File: src/rts_defs.svh
// Constants of the reset time-out sequencer
`ifndef RTS_DEFS_SVH
`define RTS_DEFS_SVH

// Clock rate of mclk
`define RTS_CLK_MHZ 50
`define RTS_CLK_KHZ 50000

// Power-up delay, printed in ms, and its cycle count
`define RTS_PUD_MS 72
`define RTS_PUD_CYC (`RTS_PUD_MS * `RTS_CLK_KHZ)

// Least brown-out duration, printed in us, and its cycle count
`define RTS_BRN_US 100
`define RTS_BRN_CYC (`RTS_BRN_US * `RTS_CLK_MHZ)

// Oscillator start-up count in oscillator cycles
`define RTS_OSC_CNT 1024

// Counter widths
`define RTS_PW_W 22
`define RTS_BRN_W 13
`define RTS_OSC_W 10

// Oscillator mode codes
`define RTS_MODE_LOWPWR 2'h0
`define RTS_MODE_XTAL 2'h1
`define RTS_MODE_FAST 2'h2
`define RTS_MODE_RC 2'h3

// Synchroniser lanes
`define RTS_NSYNC 4
`define RTS_I_POR 0
`define RTS_I_LOW 1
`define RTS_I_CLR 2
`define RTS_I_OSC 3

`endif

File: src/rts_pkg.sv
// Types of the reset time-out sequencer
`include "rts_defs.svh"

package rts_pkg;

	typedef enum logic [1:0] {
		ST_HOLD = 2'b00,
		ST_DELAY = 2'b01,
		ST_OSC = 2'b10,
		ST_RUN = 2'b11
	} rts_state_e;

	typedef struct packed {
		rts_state_e st;
		logic [`RTS_NSYNC-1:0] s1;
		logic [`RTS_NSYNC-1:0] s2;
		logic [`RTS_NSYNC-1:0] s3;
		logic [`RTS_NSYNC-1:0] lvl;
		logic [`RTS_PW_W-1:0] pw_cnt;
		logic [`RTS_BRN_W-1:0] brn_cnt;
		logic brn_act;
		logic brn_hold;
		logic need_osc;
		logic wake;
		logic [`RTS_OSC_W-1:0] osc_cnt;
		logic core_reset_n;
		logic osc_stall;
		logic brownout_active;
	} rts_regs_s;

endpackage : rts_pkg

File: src/rts_sequencer.sv
// Reset time-out sequencer with power-up delay and oscillator start-up
//
// What this block does
// After the power-up delay, count 1024 oscillator cycles before start-up ends.
// Oscillator count only in the three crystal or resonator modes.
// Oscillator count only after power-on reset or wake-up from sleep.
// Brown-out works only when its enable fuse is set.
// Low supply lasting beyond the least brown-out time enters reset.
// Stay in brown-out reset while low, then run the power-up delay.
// Low supply during the power-up delay abandons it and restarts.
// Brown-out enabled forces the power-up delay on.
// Power-on starts delay, then oscillator count, then leaves reset.
// Master clear held past all time-outs releases at once on going high.
// Power-up delay is a fixed 72 ms interval holding reset.
// A fuse enables the power-up delay unless brown-out overrides.
// A watchdog reset acts inside without driving the master clear pin.
// Core reset holds while any reset source or time-out other than the wake-up oscillator count is active.
`timescale 1ns/10ps
`include "rts_defs.svh"

module rts_sequencer
	import rts_pkg::*;
#(
	parameter logic [`RTS_PW_W-1:0] DELAY_CYCLES =
		`RTS_PW_W'(`RTS_PUD_CYC),
	parameter logic [`RTS_BRN_W-1:0] BRN_CYCLES =
		`RTS_BRN_W'(`RTS_BRN_CYC)
) (
	input wire logic mclk,
	input wire logic nrst,
	input wire logic por_detect,
	input wire logic supply_low,
	input wire logic master_clear_pin_n,
	input wire logic oscillator_input_pin,
	input wire logic powerup_delay_fuse,
	input wire logic brownout_enable_fuse,
	input wire logic [1:0] osc_mode_fuse,
	input wire logic wake_from_sleep,
	input wire logic watchdog_timeout,
	output logic core_reset_n,
	output logic osc_stall,
	output logic brownout_active
);

	// ------------------------------------------------------------
	// Decoding
	// ------------------------------------------------------------

	function automatic logic is_xtal(input logic [1:0] mode);
		is_xtal = (mode == `RTS_MODE_LOWPWR) ||
			(mode == `RTS_MODE_XTAL) ||
			(mode == `RTS_MODE_FAST);
	endfunction : is_xtal

	localparam logic [`RTS_OSC_W-1:0] OSC_LAST =
		`RTS_OSC_W'(`RTS_OSC_CNT - 1);

	// ------------------------------------------------------------
	// State
	// ------------------------------------------------------------

	rts_regs_s q;
	rts_regs_s d;

	logic [`RTS_NSYNC-1:0] lvl_n;
	logic osc_edge;
	logic low_on;
	logic powerup_delay_timer_on;
	logic xtal;
	logic hold_src;

	// ------------------------------------------------------------
	// Next state
	// ------------------------------------------------------------

	always_comb begin
		d = q;

		// Three-stage synchronisers, level taken when stages 2 and 3 agree
		d.s1 = {oscillator_input_pin, master_clear_pin_n,
			supply_low, por_detect};
		d.s2 = q.s1;
		d.s3 = q.s2;
		for (int i = 0; i < `RTS_NSYNC; i++) begin
			if (q.s2[i] == q.s3[i]) begin
				lvl_n[i] = q.s3[i];
			end else begin
				lvl_n[i] = q.lvl[i];
			end
		end
		d.lvl = lvl_n;
		osc_edge = lvl_n[`RTS_I_OSC] & ~q.lvl[`RTS_I_OSC];

		low_on = brownout_enable_fuse & q.lvl[`RTS_I_LOW];
		powerup_delay_timer_on = powerup_delay_fuse | brownout_enable_fuse;
		xtal = is_xtal(osc_mode_fuse);

		// Brown-out filter
		if (!low_on) begin
			d.brn_cnt = '0;
			d.brn_act = 1'b0;
		end else if (q.brn_cnt == BRN_CYCLES - 1'b1) begin
			d.brn_act = 1'b1;
		end else begin
			d.brn_cnt = q.brn_cnt + 1'b1;
		end

		hold_src = q.lvl[`RTS_I_POR] | q.brn_act |
			(q.brn_hold & low_on);

		// Sequencer
		case (q.st)
			ST_HOLD: begin
				d.pw_cnt = '0;
				d.osc_cnt = '0;
				d.wake = 1'b0;
				if (hold_src) begin
					d.st = ST_HOLD;
				end else begin
					d.brn_hold = 1'b0;
					if (powerup_delay_timer_on) begin
						d.st = ST_DELAY;
					end else if (q.need_osc && xtal) begin
						d.st = ST_OSC;
					end else begin
						d.st = ST_RUN;
						d.need_osc = 1'b0;
					end
				end
			end
			ST_DELAY: begin
				if (low_on) begin
					d.st = ST_HOLD;
					d.brn_hold = 1'b1;
					d.pw_cnt = '0;
				end else if (q.pw_cnt == DELAY_CYCLES - 1'b1) begin
					d.pw_cnt = '0;
					d.osc_cnt = '0;
					if (q.need_osc && xtal) begin
						d.st = ST_OSC;
					end else begin
						d.st = ST_RUN;
						d.need_osc = 1'b0;
					end
				end else begin
					d.pw_cnt = q.pw_cnt + 1'b1;
				end
			end
			ST_OSC: begin
				if (osc_edge) begin
					if (q.osc_cnt == OSC_LAST) begin
						d.st = ST_RUN;
						d.need_osc = 1'b0;
						d.wake = 1'b0;
					end else begin
						d.osc_cnt = q.osc_cnt + 1'b1;
					end
				end
			end
			ST_RUN: begin
				if (wake_from_sleep && xtal) begin
					d.st = ST_OSC;
					d.wake = 1'b1;
					d.osc_cnt = '0;
				end
			end
			default: begin
				d.st = ST_HOLD;
			end
		endcase

		// Power-on and brown-out override any state
		if (q.lvl[`RTS_I_POR]) begin
			d.st = ST_HOLD;
			d.need_osc = 1'b1;
			d.wake = 1'b0;
		end
		if (q.brn_act) begin
			d.st = ST_HOLD;
			d.brn_hold = 1'b1;
			d.wake = 1'b0;
		end

		// Outputs; watchdog resets the core only, pin untouched
		d.core_reset_n = ((d.st == ST_RUN) ||
			((d.st == ST_OSC) && d.wake)) &&
			q.lvl[`RTS_I_CLR] && !watchdog_timeout;
		d.osc_stall = (d.st == ST_OSC) && d.wake;
		d.brownout_active = d.brn_act | d.brn_hold;
	end

	// ------------------------------------------------------------
	// Registers
	// ------------------------------------------------------------

	always_ff @(posedge mclk) begin
		if (!nrst) begin
			q.st <= ST_HOLD;
			q.s1 <= '0;
			q.s2 <= '0;
			q.s3 <= '0;
			q.lvl <= '0;
			q.pw_cnt <= '0;
			q.brn_cnt <= '0;
			q.brn_act <= 1'b0;
			q.brn_hold <= 1'b0;
			q.need_osc <= 1'b1;
			q.wake <= 1'b0;
			q.osc_cnt <= '0;
			q.core_reset_n <= 1'b0;
			q.osc_stall <= 1'b0;
			q.brownout_active <= 1'b0;
		end else begin
			q <= d;
		end
	end

	assign core_reset_n = q.core_reset_n;
	assign osc_stall = q.osc_stall;
	assign brownout_active = q.brownout_active;

	// ------------------------------------------------------------
	// Assertions
	// ------------------------------------------------------------

	a_osc_full_count: assert property (@(posedge mclk) disable iff (!nrst)
		($past(q.st) == ST_OSC && q.st == ST_RUN) |->
		($past(q.osc_cnt) == OSC_LAST))
		else $error("oscillator count ended early");

	a_osc_xtal_only: assert property (@(posedge mclk) disable iff (!nrst)
		($past(q.st) != ST_OSC && q.st == ST_OSC) |->
		is_xtal($past(osc_mode_fuse)))
		else $error("oscillator count in non-crystal mode");

	a_osc_cause: assert property (@(posedge mclk) disable iff (!nrst)
		($past(q.st) != ST_OSC && q.st == ST_OSC) |->
		($past(q.need_osc) || q.wake))
		else $error("oscillator count without valid cause");

	a_stall_wake: assert property (@(posedge mclk) disable iff (!nrst)
		q.osc_stall |-> (q.st == ST_OSC && q.wake))
		else $error("clock stall outside a wake-up count");

	a_brn_fuse_off: assert property (@(posedge mclk) disable iff (!nrst)
		!brownout_enable_fuse |=> !q.brn_act)
		else $error("brown-out active with fuse off");

	a_brn_entry: assert property (@(posedge mclk) disable iff (!nrst)
		(q.brn_cnt == BRN_CYCLES - 1'b1 && low_on) |=>
		q.brn_act ##1 (q.st == ST_HOLD && !q.core_reset_n))
		else $error("brown-out did not enter reset");

	a_brn_flag: assert property (@(posedge mclk) disable iff (!nrst)
		q.brn_act |-> q.brownout_active)
		else $error("brown-out flag low during brown-out");

	a_brn_stay: assert property (@(posedge mclk) disable iff (!nrst)
		(q.st == ST_HOLD && q.brn_hold && low_on) |=> (q.st == ST_HOLD))
		else $error("left brown-out hold with supply low");

	a_delay_restart: assert property (@(posedge mclk) disable iff (!nrst)
		(q.st == ST_DELAY && low_on && !q.lvl[`RTS_I_POR]) |=>
		(q.st == ST_HOLD && q.brn_hold && q.pw_cnt == '0))
		else $error("power-up delay not abandoned");

	a_delay_forced: assert property (@(posedge mclk) disable iff (!nrst)
		($past(q.st) == ST_HOLD && q.st != ST_HOLD &&
		$past(brownout_enable_fuse)) |-> (q.st == ST_DELAY))
		else $error("power-up delay skipped with brown-out on");

	a_delay_end: assert property (@(posedge mclk) disable iff (!nrst)
		($past(q.st) == ST_DELAY && q.st == ST_OSC) |->
		($past(q.pw_cnt) == DELAY_CYCLES - 1'b1))
		else $error("oscillator count began before delay end");

	a_delay_holds: assert property (@(posedge mclk) disable iff (!nrst)
		(q.st == ST_DELAY) |-> !q.core_reset_n)
		else $error("core left reset during power-up delay");

	a_delay_fuse_off: assert property (@(posedge mclk) disable iff (!nrst)
		($past(q.st) == ST_HOLD && q.st != ST_HOLD &&
		!$past(powerup_delay_fuse) && !$past(brownout_enable_fuse)) |->
		(q.st != ST_DELAY))
		else $error("power-up delay ran with both fuses off");

	a_clear_release: assert property (@(posedge mclk) disable iff (!nrst)
		(q.st == ST_RUN && d.st == ST_RUN && q.lvl[`RTS_I_CLR] &&
		!watchdog_timeout) |=> q.core_reset_n)
		else $error("master clear release delayed");

	a_wdog_reset: assert property (@(posedge mclk) disable iff (!nrst)
		watchdog_timeout |=> !q.core_reset_n)
		else $error("watchdog did not reset the core");

	a_clear_holds: assert property (@(posedge mclk) disable iff (!nrst)
		!q.lvl[`RTS_I_CLR] |=> !q.core_reset_n)
		else $error("core ran with master clear low");

	a_src_holds: assert property (@(posedge mclk) disable iff (!nrst)
		(q.lvl[`RTS_I_POR] || q.brn_act) |=> !q.core_reset_n)
		else $error("core ran during power-on or brown-out");

endmodule : rts_sequencer

File: config.mk
export PLATFORM = sky130hd
export DESIGN_NAME = rts_sequencer
export DESIGN_NICKNAME = d
export VERILOG_FILES = /design/src/rts_pkg.sv /design/src/rts_sequencer.sv
export VERILOG_INCLUDE_DIRS = /design/src
export SDC_FILE = /design/constraint.sdc
export NUM_CORES = 1
export LEC_CHECK = 0
export ABC_AREA = 0
export BUFFER_PORTS_ARGS = -buffer_cell sky130_fd_sc_hd__buf_2
export CELL_PAD_IN_SITES_DETAIL_PLACEMENT = 1
export CELL_PAD_IN_SITES_GLOBAL_PLACEMENT = 1
export CORE_ASPECT_RATIO = 0.9
export CORE_UTILIZATION = 42
export DETAILED_ROUTE_END_ITERATION = 10
export PLACE_DENSITY = 0.8
export SYNTH_ARGS = -nofsm -noshare
export SYNTH_HDL_FRONTEND = slang
export SYNTH_SLANG_ARGS = --single-unit
File: constraint.sdc
create_clock -name mclk -period 2.8 [get_ports mclk]
set_clock_uncertainty 0.2 [all_clocks]
set_input_delay 0.14 -clock mclk [delete_from_list [all_inputs] [get_ports mclk]]
set_output_delay 0.14 -clock mclk [all_outputs]
set_load 0.03 [all_outputs]
[Word-level counts from Yosys, hierarchy flattened]
Cells that the tools add are included.
Word-level totals
  output and inout bits: 3
  flip-flop bits (word level): 70
  input bits: 12
Cells by class
  muxes and demuxes: 36
  $add $sub $neg: 3
  equality and inequality tests: 22
  reductions and logical operators: 17
  bitwise logic cells: 9
Operators with widths (number)
  $mux 22: 2
  $pmux 22 s2: 1
  $pmux 10 s4: 1
  $mux 10: 3
  $add 22x1->22 const B: 1
  $eq 22x22->1 const B: 1
  $mux 2: 11
  $ne 2x2->1 const B: 8
  $add 13x1->13 const B: 1
  $eq 13x13->1 const B: 1
  $mux 1: 12
  $mux 12: 1
  $mux 11: 1
  $add 10x1->10 const B: 1
  $eq 10x10->1 const B: 1
  $eq 2x2->1 const B: 5
  $pmux 2 s4: 1
  $reduce_and 7->1: 1
  $pmux 1 s3: 2
  $logic_and 1x1->1: 5
  $reduce_and 5->1: 1
  $eq 1x1->1: 4
  $eq 2x1->1 const B: 2
  $logic_not 2->1: 2
  other kinds (10): 18

[Depth between registers and ports, before layout]
  word-level depth: 15
  gate-level depth with buffers: 8
  mapped depth without buffers: 7

[Worst setup path after synthesis]
No wires, ideal clock.
  kind: register to register
  from: register q[46] in the netlist's numbering
  to: register q[12] in the netlist's numbering
  stages on the path, launching flop included: 7
  arrival: 2257 ps
  period minus slack after synthesis: 2599 ps
  setup slack: 201 ps
  path through: dfxtp_1 > or4_1 > or4_4 > o31a_1 > buf_2 > o41ai_1 > a21oi_1
On the way
  longest elaborated chain between the ends: 3
RTL lines
  start, declared: line rts_sequencer.sv:62  | rts_regs_s q;
  $eq 22x22->1: line rts_sequencer.sv:136  | end else if (q.pw_cnt == DELAY_CYCLES - 1'b1) begin
  $ne 2x2->1 (no line)
  $reduce_and 5->1 (no line)
No other way between the ends.
A chain may end at the register's enable or synchronous reset.

[Worst setup path after layout]
  from: register q[49] in the netlist's numbering
  to: register q[8] in the netlist's numbering
Same word-level chain as after synthesis.

==> qor_table.md <==
| Parameter | Reported |
| --- | --- |
| X dimension of the die | 94.9 um |
| Cell area power density | 678 nW/um2 |
| Max rail drop VDD | 0.434 mV |
| Max incr delay on CP | 560 ps |
| Total cell area at the placement stage | 3490 um2 |
| Run status | completed |
| Layout overhead on the synthesized area | 16.9% |
| Clock latency of the later-clocked register in the worst-skew pair | 350 ps |
| Yosys warning total | 0 |
| CP Buf/Inv Count | 2 |
| Port buffer count | 14 |
| CTS Buffer Depth | 2 |
| Final max-slew violation count | 0 |
| Cell with the largest stage delay on the worst path | sky130_fd_sc_hd__or4_1 |
| Count of final hold-check violations | 0 |
| Post-Synthesis Cells | 376 |
| Vias in the first global route | 2928 |
| First-pass GRT wire length | 13900 um |
| Cell-by-cell listing of the critical path | or4_1 -> or4_4 -> o31a_4 -> buf_4 -> o31ai_4 -> buf_4 -> a21oi_1 |
| Start-to-end type of the worst setup path | register to register |
| Number of distinct library cells after synthesis | 51 |
| Average cell area after synthesis | 8.68 um2 |
| Worst hold path depth | 2 |
| Residual DRC count | 0 |
| Routed Wire Length | 8510 um |
| GP Congestion | 0.805 |
| HPWL after DPL | 5770 um |
| Syn Nets | 396 |
| Pre-antenna DRT Iters | 4 |
| Count of state elements after synthesis | 70 |
| Gate family responsible for the most delay along the worst path | simple AND/OR/NAND/NOR gates |
| TritonCTS clock tree | done |
| Post-route cell area | 3810 um2 |
| Vias per Instance | 5.73 |
| Root buffer selected by CTS | sky130_fd_sc_hd__clkbuf_8 |
| Post-Syn Area | 3260 um2 |
| Proportion of synthesized chip area in sequential cells | 43.0% |
| Crit path launch type | register |
| Leakage Power | 1.39 nW |
| Htree depth | 3 |
| Global-route usage over all layers | 22.0% |
| Dominant synthesized flop cell | sky130_fd_sc_hd__dfxtp_1 |
| Data required time of the worst path | 2830 ps |
| Worst slew margin | 54.6% |
| Count of final setup violators | 0 |
| Worst path most repeated cell | sky130_fd_sc_hd__buf_4 |
| Number of violations reported at the end of detailed-routing iteration 0 | 96 |
| Area of the die | 8120 um2 |
| TritonCTS Sinks | 70 |
| Count of maximum capacitance violations | 0 |
| Total negative slack for setup checks | 0 ps |
| Area of the core | 7540 um2 |
| Hold-critical path endpoint | q[51] |
| Fraction of synthesized cell area taken by the top area cell type | 43.0% |
| Total power of the final layout | 2.59 mW |
| Maximum number of pins on one net before global-route repair | 21 |
| Global-route congestion overflow total | 0 |
| Post-route clock period utilization | 98.2% |
| Slew at the pin closest to its max-slew limit | 673 ps |
| Initial antenna violation count | 0 |
| Worst hold path class | input pin to register |
| Remaining antenna violation count after routing | 0 |
| Post-layout nets | 426 |
| Worst R2R Setup Slack | 50 ps |
| Critical Path AT | 2780 ps |
| Kind of end point of the critical path | register |
| Shortest clock period the worst path allows after layout | 2750 ps |
| Number of primary I/O pins | 15 |
| Area contributors post-synth | sky130_fd_sc_hd__dfxtp_1, sky130_fd_sc_hd__nor2_1, sky130_fd_sc_hd__xor2_1 |
| Most area-hungry cell type in the Yosys netlist | sky130_fd_sc_hd__dfxtp_1 |
| Startpoint of the tightest hold check path | nrst |
| Starting density of the core | 43.2% |
| Layout cells sized above 1 | 14.6% |
| RR Endpoint | q[8] |
| Maximum clock frequency | 0.364 GHz |
| Via count | 2903 |
| Die span in y | 85.6 um |
| Worst-path maximum fanout | 7 |
| Post-synthesis async set-or-reset flop share | 0% |
| Reg-to-reg critical path startpoint | q[49] |
| Average detailed-routed wire length per instance | 16.8 um |
| Number of buffers added by the clock tree synthesis step | 9 |
| Count of flip-flops with a built-in enable after synthesis | 0 |
| Post-CTS clock slew at the launch and capture registers of the worst setup and hold paths | 70 ps |
| Rows | 30 |
| Ant diodes | 0 |
| Worst Reg2Reg Path Length in Cells | 7 |
## cell type report
cell class,instances,area (um2)
Clock buffer,10,138
Clock inverter,6,61.3
Fill cell,900,3730
Inverter,9,33.8
Multi-Input combinational cell,283,1830
Sequential cell,70,1400
Tap cell,96,120
Timing Repair Buffer,33,225
## registers in the layout, indices dropped and copies added (netlist names)
name and cells:
brownout_active 1, q 59, core_reset_n 1, osc_stall 1, d 8
## layer usage
layer | routed length [um] | part of all wire [%] | global-route usage [%] | vias to the layer above
met5 | 0 | 0 | 0 | -
met4 | 149 | 1.8 | 9.50 | 0
met3 | 187 | 2.2 | 4.17 | 15
met2 | 4150 | 49 | 36.7 | 36
met1 | 4030 | 47 | 27.5 | 1440
li1 | - | - | - | 1412
## power by group
part / switching [mW] / internal, mW / leakage (nW)
clock: 0.390 / 0.432 / 0.102
combinational: 0.441 / 0.245 / 0.720
sequential: 0.0439 / 1.03 / 0.567
## synth_stat cells (2+ instances only)
cell                        n
sky130_fd_sc_hd__xnor2_1   11
sky130_fd_sc_hd__nand4_1   12
sky130_fd_sc_hd__o31ai_1    7
sky130_fd_sc_hd__nor4_1     6
sky130_fd_sc_hd__o41ai_1    5
sky130_fd_sc_hd__o21ai_0   10
sky130_fd_sc_hd__nor3_1     8
sky130_fd_sc_hd__a31oi_1    5
sky130_fd_sc_hd__a311o_1    2
sky130_fd_sc_hd__o31a_1     3
sky130_fd_sc_hd__nand2_1   28
sky130_fd_sc_hd__a21oi_1   19
sky130_fd_sc_hd__or4_1      3
sky130_fd_sc_hd__a31o_2     2
sky130_fd_sc_hd__and2_1    17
sky130_fd_sc_hd__or3_1      2
sky130_fd_sc_hd__nand3_1   15
sky130_fd_sc_hd__and4_1     4
sky130_fd_sc_hd__mux2i_1    2
sky130_fd_sc_hd__xor2_1    20
sky130_fd_sc_hd__nor3b_1    2
sky130_fd_sc_hd__and3_1    12
sky130_fd_sc_hd__ha_1       8
sky130_fd_sc_hd__o211a_1    2
sky130_fd_sc_hd__o21a_1     2
sky130_fd_sc_hd__or4b_2     3
sky130_fd_sc_hd__clkbuf_1  11
sky130_fd_sc_hd__buf_2      2
sky130_fd_sc_hd__nor2_1    49
sky130_fd_sc_hd__dfxtp_1   70
sky130_fd_sc_hd__inv_1      9
sky130_fd_sc_hd__a21o_1     2
sky130_fd_sc_hd__nand4b_1   4
sky130_fd_sc_hd__nand2b_1   2
## cell usage in the layout, fill, tap and decap left out, types with 3 or more instances in the layout
master                          instances
sky130_fd_sc_hd__clkinv_2               3
sky130_fd_sc_hd__dfxtp_1               70
sky130_fd_sc_hd__clkbuf_8              10
sky130_fd_sc_hd__a31oi_1                5
sky130_fd_sc_hd__and3_1                12
sky130_fd_sc_hd__nor4_1                 6
sky130_fd_sc_hd__buf_4                 14
sky130_fd_sc_hd__nor2_1                49
sky130_fd_sc_hd__nand3_1               15
sky130_fd_sc_hd__dlygate4sd3_1          5
sky130_fd_sc_hd__and2_1                17
sky130_fd_sc_hd__nand4b_1               4
sky130_fd_sc_hd__or4b_2                 3
sky130_fd_sc_hd__o21ai_0               10
sky130_fd_sc_hd__a21oi_1               18
sky130_fd_sc_hd__xnor2_1               11
sky130_fd_sc_hd__o31ai_1                6
sky130_fd_sc_hd__o41ai_2                4
sky130_fd_sc_hd__inv_1                  9
sky130_fd_sc_hd__nand4_1               12
sky130_fd_sc_hd__nor3_1                 8
sky130_fd_sc_hd__and4_1                 4
sky130_fd_sc_hd__nand2_1               28
sky130_fd_sc_hd__xor2_1                20
sky130_fd_sc_hd__buf_2                 14
sky130_fd_sc_hd__ha_1                   8
## cell families after synthesis
logic type | after synthesis | share of synthesized area, %
fa+ha+maj | 8 | 3.07
compound gates | 70 | 14.7
buf+inv | 23 | 2.72
simple gates | 172 | 27.6
mux | 2 | 0.614
flops | 70 | 43.0
xor+xnor | 31 | 8.32
## worst max-delay path by stage
| stage | to | startpoint | cells after the start |
|---|---|---|---|
| finish | q[8] | q[49] | 7 |
| global route | q[7] | q[49] | 7 |
| CTS | q[12] | q[49] | 6 |
| detailed placement | q[9] | q[49] | 5 |
| global placement | q[9] | q[49] | 5 |
| floorplan | q[12] | q[46] | 6 |
## what timing repair did
item | 4_1_cts | 5_1_grt
cloned | 0 | 0
pin swaps | 2 | 1
hold buffers | 5 | 0
resized for setup | 6 | 5
hold endpoints to repair | 5 | 0
endpoints found under the setup margin | 3 | 10
setup buffers | 1 | 0
## through the flow
stage          hold WS (ps)  util [%]  setup slack, ps  cells
6_report               34.0      50.5             49.6    507
5_1_grt                60.2      50.5            -18.2    507
4_1_cts                16.2      50.1             7.29    507
3_5_place_dp            128      46.3            -37.2    485
3_3_place_gp            128      46.3             42.4    485
2_1_floorplan          8.86         -              201    376
## worst register-to-register path: cells and delay by family (launching register included)
family                 cells  cell delay (ps)
flip-flops                 1              330
AO/OA/AOI/OAI              3              690
buffers and inverters      2              380
AND/OR/NAND/NOR            2             1040
Power figures use the tool's default switching activity.
